<file path="src/design/trim_defines.vh">
// constants and timing counts for the single-wire trim interface
//
// Contract
// - a high pulse 50 ns to 10 us loads a zero bit
// - a high pulse of 50 us or longer loads a one bit
// - an undriven input reads as steady low, so no bits load
// - a command is one 38-bit frame of six fields
// - frame bits 0 to 11 carry start pattern 1000 0000 0001
// - frame bits 26 to 37 carry end pattern 0111 1111 1110
// - decode fields only when start and end both match exactly
// - function field: 00 sense, 01 simulate, 10 program, 11 read
// - parameter field: 00 gain two, 01 gain one, 10 offset, 11 other
// - filler bits 16 to 17 always carry 10
// - value uses 3 LSBs gain two, 7 LSBs gain one, 8 offset
// - other functions: bit 0 master, bit 1 test, bit 2 parity fuse
// - power-on reset clears the frame shift register
// - master fuse intact selects simulation codes, blown selects fuse codes
// - simulation registers reset to zero codes
// - valid simulate frame writes the selected register, kept until changed
// - simulate frame with parameter 11 is ignored
// - any input fault forces the output clamp, never disabled
// - program frame with one value bit set blows only that fuse
// - read mode shifts fuse value MSB first on falling edges; eighth ends
// - blown master fuse disables simulation permanently
`ifndef TRIM_DEFINES_VH
`define TRIM_DEFINES_VH

`define CLK_PERIOD_PS 100000
`define ZERO_MIN_PS 50000
`define ONE_MIN_PS 50000000
`define ZERO_MAX_PS 10000000
// least time rounds up, at least one cycle
`define ZERO_MIN_CYC ((`ZERO_MIN_PS + `CLK_PERIOD_PS - 1) / `CLK_PERIOD_PS)
`define ONE_MIN_CYC ((`ONE_MIN_PS + `CLK_PERIOD_PS - 1) / `CLK_PERIOD_PS)
`define ZERO_MAX_CYC (`ZERO_MAX_PS / `CLK_PERIOD_PS)

`define FRAME_BITS 38
`define START_PAT 12'h801
`define END_PAT 12'h7fe
`define FILLER_PAT 2'h2

`define FN_SENSE 2'h0
`define FN_SIM 2'h1
`define FN_PROG 2'h2
`define FN_READ 2'h3

`define PAR_GAIN2 2'h0
`define PAR_GAIN1 2'h1
`define PAR_OFFSET 2'h2
`define PAR_OTHER 2'h3

`define OTHER_MASTER_BIT 0
`define OTHER_TEST_BIT 1
`define OTHER_PARITY_BIT 2
`define READ_PULSES 4'h8

`endif

</file>
<file path="src/design/pulse_width_trim_interface.v">
// pulse-width coded single-wire trim interface with simulation and fuse select
`timescale 1ns/1ps
`include "trim_defines.vh"

module pulse_width_trim_interface (
	input wire i_clk,
	input wire i_reset,
	input wire i_serial_pulse_input,
	input wire [2:0] i_fuse_gain2,
	input wire [6:0] i_fuse_gain1,
	input wire [7:0] i_fuse_offset,
	input wire i_fuse_master,
	input wire i_fuse_parity,
	input wire i_fuse_test,
	input wire i_fault_overrange,
	input wire i_fault_short,
	input wire i_fault_floating,
	output reg [2:0] o_gain2_code,
	output reg [6:0] o_gain1_code,
	output reg [7:0] o_offset_code,
	output reg o_clamp_force,
	output reg o_parity_error,
	output reg o_blow_strobe,
	output reg [1:0] o_blow_param,
	output reg [7:0] o_blow_value,
	output reg o_sense_strobe,
	output reg [7:0] o_sense_value,
	output reg o_readback_output,
	output reg o_readback_enable
);

	// ----------------------------------------
	// input synchroniser
	// ----------------------------------------
	// an undriven pin is pulled low externally, so idle low loads nothing
	reg [2:0] sync_r;
	reg level_r;
	wire rise = level_r == 1'b0 && sync_r[2] == 1'b1 && sync_r[1] == 1'b1;
	wire fall = level_r == 1'b1 && sync_r[2] == 1'b0 && sync_r[1] == 1'b0;

	always @(posedge i_clk) begin
		if (i_reset) begin
			sync_r <= 3'h0;
			level_r <= 1'b0;
		end else begin
			sync_r <= {sync_r[1:0], i_serial_pulse_input};
			if (sync_r[2] == sync_r[1])
				level_r <= sync_r[2];
		end
	end

	// ----------------------------------------
	// pulse width measurement
	// ----------------------------------------
	// saturating: only the one threshold matters beyond the zero range
	reg [9:0] width_r;
	always @(posedge i_clk) begin
		if (i_reset)
			width_r <= 10'h000;
		else if (rise)
			width_r <= 10'h001;
		else if (level_r && width_r != 10'h3ff)
			width_r <= width_r + 10'h001;
	end

	wire is_zero = width_r >= `ZERO_MIN_CYC && width_r <= `ZERO_MAX_CYC;
	wire is_one = width_r >= `ONE_MIN_CYC;
	// widths between the windows are not loaded
	wire bit_ok = fall && (is_zero || is_one);

	// ----------------------------------------
	// frame shift register
	// ----------------------------------------
	// MSB first, so frame bit 0 is the oldest bit in the top slot
	reg [`FRAME_BITS-1:0] frame_r;
	reg bit_done_r;
	reg [3:0] rd_count_r;
	reg [7:0] rd_shift_r;
	reg rd_mode_r;

	always @(posedge i_clk) begin
		if (i_reset) begin
			frame_r <= {`FRAME_BITS{1'b0}};
			bit_done_r <= 1'b0;
		end else begin
			bit_done_r <= bit_ok && !rd_mode_r;
			// 38-bit window, read mode pulses do not load
			if (bit_ok && !rd_mode_r)
				frame_r <= {frame_r[`FRAME_BITS-2:0], is_one};
		end
	end

	// ----------------------------------------
	// field decode
	// ----------------------------------------
	// start pattern in frame bits 0 to 11
	wire start_ok = frame_r[37:26] == `START_PAT;
	// end pattern in frame bits 26 to 37
	wire end_ok = frame_r[11:0] == `END_PAT;
	wire fill_ok = frame_r[21:20] == `FILLER_PAT;
	wire [1:0] fn = frame_r[25:24];
	wire [1:0] par = frame_r[23:22];
	wire [7:0] val = frame_r[19:12];
	wire frame_ok = bit_done_r && start_ok && end_ok && fill_ok;

	function one_hot8;
		input [7:0] v;
		begin
			one_hot8 = v != 8'h00 && (v & (v - 8'h01)) == 8'h00;
		end
	endfunction

	// ----------------------------------------
	// simulation registers and command effects
	// ----------------------------------------
	reg [2:0] sim_gain2_r;
	reg [6:0] sim_gain1_r;
	reg [7:0] sim_offset_r;

	always @(posedge i_clk) begin
		if (i_reset) begin
			sim_gain2_r <= 3'h0;
			sim_gain1_r <= 7'h00;
			sim_offset_r <= 8'h00;
			o_blow_strobe <= 1'b0;
			o_blow_param <= 2'h0;
			o_blow_value <= 8'h00;
			o_sense_strobe <= 1'b0;
			o_sense_value <= 8'h00;
		end else begin
			o_blow_strobe <= 1'b0;
			o_sense_strobe <= 1'b0;
			// simulate only while master fuse intact
			if (frame_ok && fn == `FN_SIM && !i_fuse_master) begin
				case (par)
				`PAR_GAIN2: sim_gain2_r <= val[2:0];
				`PAR_GAIN1: sim_gain1_r <= val[6:0];
				`PAR_OFFSET: sim_offset_r <= val;
				default: sim_gain2_r <= sim_gain2_r;
				endcase
			end
			// one fuse per frame; no programming after master fuse
			if (frame_ok && fn == `FN_PROG && one_hot8(val) && !i_fuse_master) begin
				o_blow_strobe <= 1'b1;
				o_blow_param <= par;
				o_blow_value <= val;
			end
			if (frame_ok && fn == `FN_SENSE) begin
				o_sense_strobe <= 1'b1;
				o_sense_value <= val;
			end
		end
	end

	// ----------------------------------------
	// read-back shifter
	// ----------------------------------------
	// MSB out first, shift on falling edges, eighth pulse ends
	reg [7:0] rd_load;
	always @* begin
		case (par)
		`PAR_GAIN2: rd_load = {5'h00, i_fuse_gain2};
		`PAR_GAIN1: rd_load = {1'b0, i_fuse_gain1};
		`PAR_OFFSET: rd_load = i_fuse_offset;
		default: rd_load = {5'h00, i_fuse_parity, i_fuse_test, i_fuse_master};
		endcase
	end

	always @(posedge i_clk) begin
		if (i_reset) begin
			rd_mode_r <= 1'b0;
			rd_count_r <= 4'h0;
			rd_shift_r <= 8'h00;
			o_readback_output <= 1'b0;
			o_readback_enable <= 1'b0;
		end else begin
			if (frame_ok && fn == `FN_READ) begin
				rd_mode_r <= 1'b1;
				rd_count_r <= 4'h0;
				rd_shift_r <= rd_load;
			end else if (rd_mode_r && fall) begin
				rd_shift_r <= {rd_shift_r[6:0], 1'b0};
				rd_count_r <= rd_count_r + 4'h1;
				if (rd_count_r + 4'h1 == `READ_PULSES)
					rd_mode_r <= 1'b0;
			end
			o_readback_output <= rd_mode_r & rd_shift_r[7];
			o_readback_enable <= rd_mode_r;
		end
	end

	// ----------------------------------------
	// active codes and protection
	// ----------------------------------------
	wire parity_bad = i_fuse_master &&
		((^i_fuse_gain2) ^ (^i_fuse_gain1) ^ (^i_fuse_offset) ^ i_fuse_parity);

	always @(posedge i_clk) begin
		if (i_reset) begin
			o_gain2_code <= 3'h0;
			o_gain1_code <= 7'h00;
			o_offset_code <= 8'h00;
			o_clamp_force <= 1'b0;
			o_parity_error <= 1'b0;
		end else begin
			o_gain2_code <= i_fuse_master ? i_fuse_gain2 : sim_gain2_r;
			o_gain1_code <= i_fuse_master ? i_fuse_gain1 : sim_gain1_r;
			o_offset_code <= i_fuse_master ? i_fuse_offset : sim_offset_r;
			o_parity_error <= parity_bad;
			o_clamp_force <= i_fault_overrange | i_fault_short | i_fault_floating | parity_bad;
		end
	end

endmodule

</file>
<file path="config.mk">
export PLATFORM = sky130hd
export DESIGN_NAME = pulse_width_trim_interface
export DESIGN_NICKNAME = d
export VERILOG_FILES = /design/src/design/pulse_width_trim_interface.v
export VERILOG_INCLUDE_DIRS = /design/src /design/src/design
export SDC_FILE = /design/constraint.sdc
export NUM_CORES = 1
export LEC_CHECK = 0
export ABC_AREA = 1
export BUFFER_PORTS_ARGS = -buffer_cell sky130_fd_sc_hd__clkbuf_2
export CORE_ASPECT_RATIO = 1.75
export CORE_MARGIN = 5
export CORE_UTILIZATION = 43
export CTS_BUF_LIST = sky130_fd_sc_hd__clkbuf_8 sky130_fd_sc_hd__clkbuf_16
export DETAILED_ROUTE_END_ITERATION = 12
export HOLD_SLACK_MARGIN = 0.12
export PLACE_DENSITY_LB_ADDON = 0.08
export SETUP_SLACK_MARGIN = 0.05
export SYNTH_ARGS = -nofsm -noshare
export SYNTH_HDL_FRONTEND = slang
export SYNTH_SLANG_ARGS = --single-unit
</file>
<file path="constraint.sdc">
create_clock -name i_clk -period 1.95 [get_ports i_clk]
set_clock_uncertainty 0.1 [all_clocks]
set_input_delay 0.0975 -clock i_clk [delete_from_list [all_inputs] [get_ports i_clk]]
set_output_delay 0.0975 -clock i_clk [all_outputs]
set_load 0.02 [all_outputs]
</file>
======== Word-level counts from Yosys, hierarchy flattened ========
Index checks and enable logic that the tools add are counted.
cells by class
  eq/ne operators ......................... 11
  multiplexer cells ....................... 13
  bitwise logic cells ..................... 11
  reduce and logical (&&, ||, !) cells .... 40
  add/subtract/negate cells ............... 3
  $lt $le $gt $ge ......................... 3
operator list
  cell                     count
  $mux W8                  3
  $pmux W8 S3              1
  $logic_and A1 B1 Y1      21
  $eq A12 B11 Y1 const B   1
  $eq A12 B12 Y1 const B   1
  $add A10 B1 Y10 const B  1
  $ge A10 B1 Y1 const B    1
  $ge A10 B9 Y1 const B    1
  $le A10 B7 Y1 const B    1
  $ne A10 B10 Y1 const B   1
  $and A8 B8 Y8            1
  $eq A2 B2 Y1 const B     4
  $logic_not A8 Y1         1
  $reduce_and A2 Y1        4
  $reduce_bool A8 Y1       1
  $reduce_xor A8 Y1        1
  $sub A8 B1 Y8 const B    1
  $mux W1                  7
  $mux W7                  1
  $reduce_xor A7 Y1        1
  $reduce_bool A2 Y1       3
  $add A4 B1 Y4 const B    1
  $eq A2 B1 Y1 const B     2
  $eq A4 B4 Y1 const B     1
  11 further kinds         20
storage, ports and cells
  logic and storage cells ................. 105
  flip-flop bits (word level) ............. 126
  input port bits ......................... 27
  output and inout port bits .............. 42

======== Logic depth before layout (Yosys ltp) ========
  depth in word-level cells ............... 8
  mapped depth ............................ 14
  depth with buffers taken out ............ 14

======== Worst setup path before layout ========
No wires, ideal clock.
  path kind ............................... register -> register
  start ................................... register width_r[0]
  end ..................................... register frame_r[31]
  period minus slack after synthesis ...... 1.703 ns
  cell stages (with the launch flop) ...... 11
  slack ................................... 0.247 ns
  setup time .............................. 0.119 ns
  data arrival time ....................... 1.484 ns
  path buffers ............................ 2
  required time ........................... 1.731 ns
  cell sequence ........................... dfxtp_1 -> inv_1 -> ha_1 -> nand4_1 -> nand2_1 -> o21ai_2 -> nand2_1 -> buf_4 -> buf_4 -> o21ai_0 -> a21oi_1
on the way
  word-level cells in the longest chain between the ends .. 5
ends and longest elaborated chain
  element                                                   RTL line                         text
  start, declared                                           pulse_width_trim_interface.v:56  reg [9:0] width_r;
  start signal, assigned                                    pulse_width_trim_interface.v:63  width_r <= width_r + 10'h001;
  $ge A10 B1 Y1 (no line) or $le A10 B7 Y1 (tied branches)  -
  $logic_and A1 B1 Y1 (no line)                             -
  $logic_or A1 B1 Y1 (*)                                    pulse_width_trim_interface.v:69  wire bit_ok = fall && (is_zero || is_one);
  $logic_and A1 B1 Y1 (*)                                   pulse_width_trim_interface.v:69
  $logic_and A1 B1 Y1 (*)                                   pulse_width_trim_interface.v:88  if (bit_ok && !rd_mode_r)
  end signal, assigned                                      pulse_width_trim_interface.v:83  frame_r <= {`FRAME_BITS{1'b0}};
  end signal, assigned                                      pulse_width_trim_interface.v:89  frame_r <= {frame_r[`FRAME_BITS-2:0], is_one};
  end, declared                                             pulse_width_trim_interface.v:75  reg [`FRAME_BITS-1:0] frame_r;
Every way passes the cells marked *; elsewhere a longest branch is shown, timed or not.
A chain may end at the register's enable or synchronous reset.

==> results.yml <==
floorplanning:
  core_area_mm2: 0.01294
  die_area_mm2: 0.01568
  die_w_um: 96.82
  ios: 69
  die_h_um: 161.9
  start_util_pct: 43.84
  core.rowCount: 55
setup_path:
  reg2reg_slack_ns: 0.20
  endpoint_kind: "register"
  worstRegToRegCells: 8
  reg2reg_from: "frame_r[7]"
  critPathRequiredTime_ns: 2.20
  start_kind: "input port"
  rr_endpoint: "sim_offset_r[1]"
  crit_arrival_ns: 2.01
  setup.worst_path.class: "in2reg"
  cp_max_fo: 16
power:
  leakage_nw: 3.396
  power_mw: 5.841
  peakVddDrop_v: 0.0006682
  power_density_mw_per_mm2: 798.9
cts:
  numCtsBuffers: 17
  htreeDepth: 4
  cts.sinks: 126
  clk_pin_slew_ns: 0.05
  clockBufferDepth: 2
  cts_root_buf: "clkbuf_16"
  clk_latency_ns: 0.41
  cts_tree: "yes"
min_path:
  holdPathEnd: "rd_shift_r[1]"
  hold_depth: 7
  hold_class: "in2reg"
  min-delay-start: "i_fuse_test"
place:
  placed_area_mm2: 0.006228
  placed_cells: 1036
  place_congestion: 0.8791
  place_ws_ns: 0.07308
  portBuffers: 68
  place_hpwl_um: 10700
logic_synthesis:
  avgSynthCellArea_um2: 6.993
  netlist_area_mm2: 0.005672
  seq_area_frac_synth_pct: 44.47
  yosysWarnings: 0
  ys_ff_latch: 126
  syn_inst: 811
  yosysUniqueCellTypes: 36
  synth_top_cell_area_share_pct: 44.47
  syn_nets: 843
  netlist_top_cells_area: "dfxtp_1 44%, nand2_1 12%, nor2_1 8.4%, a21oi_1 6.5%, inv_1 5.8%"
  synth_top_area_cell: "dfxtp_1"
final_layout:
  fillers: 1280
  final_nets: 965
  area_delta_synth_final_pct: 28.90
  drive_gt1_share_pct: 16.49
  fin_util_pct: 56.51
  diodes: 0
  final_cells: 1117
  finalInstanceArea_mm2: 0.007311
run_status:
  status: "completed"
timing:
  holdWs_ns: 0.1505
  period_minus_slack_ns: 1.766
  final-setup-viol-count: 0
  layout_setup_ws_ns: 0.1839
  slew_violations: 0
  final.setup.tns_ns: 0
  worst_pin_slew_ns: 0.4977
  relSlewSlack_pct: 66.70
  hold_viol: 0
  grt_setup_unrepaired: "true"
  fin_crit_sh_pct: 90.57
  fmax_ghz: 0.5662
global_route:
  grt_usage_pct: 19.44
  grt_max_degree: 48
  overflow: 0
  grt_pass1_vias: 5394
  grt_pass1_wl_um: 25180
  antenna_found_initial: 0
route:
  firstDrtPassIters: 4
  dr_total_vias: 5549
  wl_per_cell_um: 13.85
  postRouteWirelength_um: 15470
  via_per_inst: 4.968
  route.detailed.drc: 0
  ant_nets: 0
  drt-initial-drc-count: 321
job:
  cap_viol_max_count: 0
==> report_power, final <==
| group | internal, mW | switching (mW) |
|---|---|---|
| clock network | 1.71 | 1.14 |
| logic | 0.160 | 0.227 |
| registers | 2.60 | 0.00926 |
==> registers in the layout, summed over array words and instances, names as in the netlist <==
signal,cells
bit_done_r,1
frame_r,38
level_r,1
o_blow_param,2
o_blow_strobe,1
o_blow_value,8
o_clamp_force,1
o_gain1_code,7
o_gain2_code,3
o_offset_code,8
o_parity_error,1
o_readback_enable,1
o_readback_output,1
o_sense_strobe,1
o_sense_value,8
rd_count_r,4
rd_mode_r,1
rd_shift_r,8
sim_gain1_r,7
sim_gain2_r,3
sim_offset_r,8
sync_r,3
width_r,10
==> area by class of cell <==
class / instances / area, um2 / share of cell area, %
Tap cell: 171 / 214.0 / 2.927
Sequential cell: 126 / 2526 / 34.55
Inverter: 93 / 354.1 / 4.843
Multi-Input combinational cell: 564 / 2711 / 37.09
Timing Repair Buffer: 131 / 967.2 / 13.23
Clock buffer: 20 / 466.7 / 6.384
Clock inverter: 12 / 71.32 / 0.9755
==> worst max-delay path: stages <==
cell           delay [ns]
dlygate4sd3_1        0.55
clkbuf_2             0.19
inv_4                0.17
buf_6                0.18
o21ai_0              0.12
a21oi_1              0.14
dlygate4sd3_1        0.56
==> kinds of logic after synthesis <==
family / Yosys count / synth area share [%]
AO/OA/AOI/OAI: 146 / 13.13
XOR/XNOR: 11 / 1.699
adder cells (fa/ha/maj): 5 / 1.103
buffers and inverters: 123 / 8.670
flip-flops: 126 / 44.47
AND/OR/NAND/NOR: 400 / 30.93
==> worst max-delay path by stage <==
stage / startpoint / end / cells after the start
floorplan: width_r[0] / frame_r[31] / 10
global placement: frame_r[14] / o_blow_param[0] / 10
detailed placement: width_r[0] / frame_r[30] / 10
CTS: i_reset / o_offset_code[7] / 7
global route: frame_r[14] / o_blow_value[6] / 10
finish: i_reset / o_offset_code[7] / 7
==> layout by cell type (no fill, tap or decap), drive strengths merged, types with 2 or more instances in the layout <==
cell type,instances
a21oi,74
buf,23
clkbuf,89
clkinv,5
clkinvlp,4
dfxtp,126
dlygate4sd3,38
ha,5
inv,96
nand2,180
nand3,61
nand3b,2
nand4,13
nor2,132
nor3,11
o21ai,67
or2,2
xnor2,5
xor2,6
==> Yosys cell counts (all sizes together) <==
master,number
or2,2
a22oi,1
a211oi,1
inv,93
nand4,12
dfxtp,126
o31ai,1
a21oi,74
nor3b,1
clkbuf,18
nand3,61
nor2,131
nand2,180
xnor2,5
ha,5
buf,12
a31oi,1
nand3b,2
nor3,11
o22ai,1
o21ai,67
xor2,6
==> repair_timing <==
action                                 4_1_cts  5_1_grt
resized for setup                            1       19
buffers inserted                             0        7
pin swaps                                    0        4
endpoints found under the hold margin       35        0
cloned                                       0        3
hold buffers                                39        0
setup endpoints to repair                    1       71
==> metal layers <==
layer / global-route usage (%) / up-vias / wire [um]
met5: 0 / - / 0
met4: 7.604 / 0 / 408
met3: 3.653 / 31 / 438
met2: 36.23 / 98 / 8333
met1: 21.57 / 2579 / 6288
li1: - / 2841 / -
Note: power is estimated with default switching activity, not from simulation.
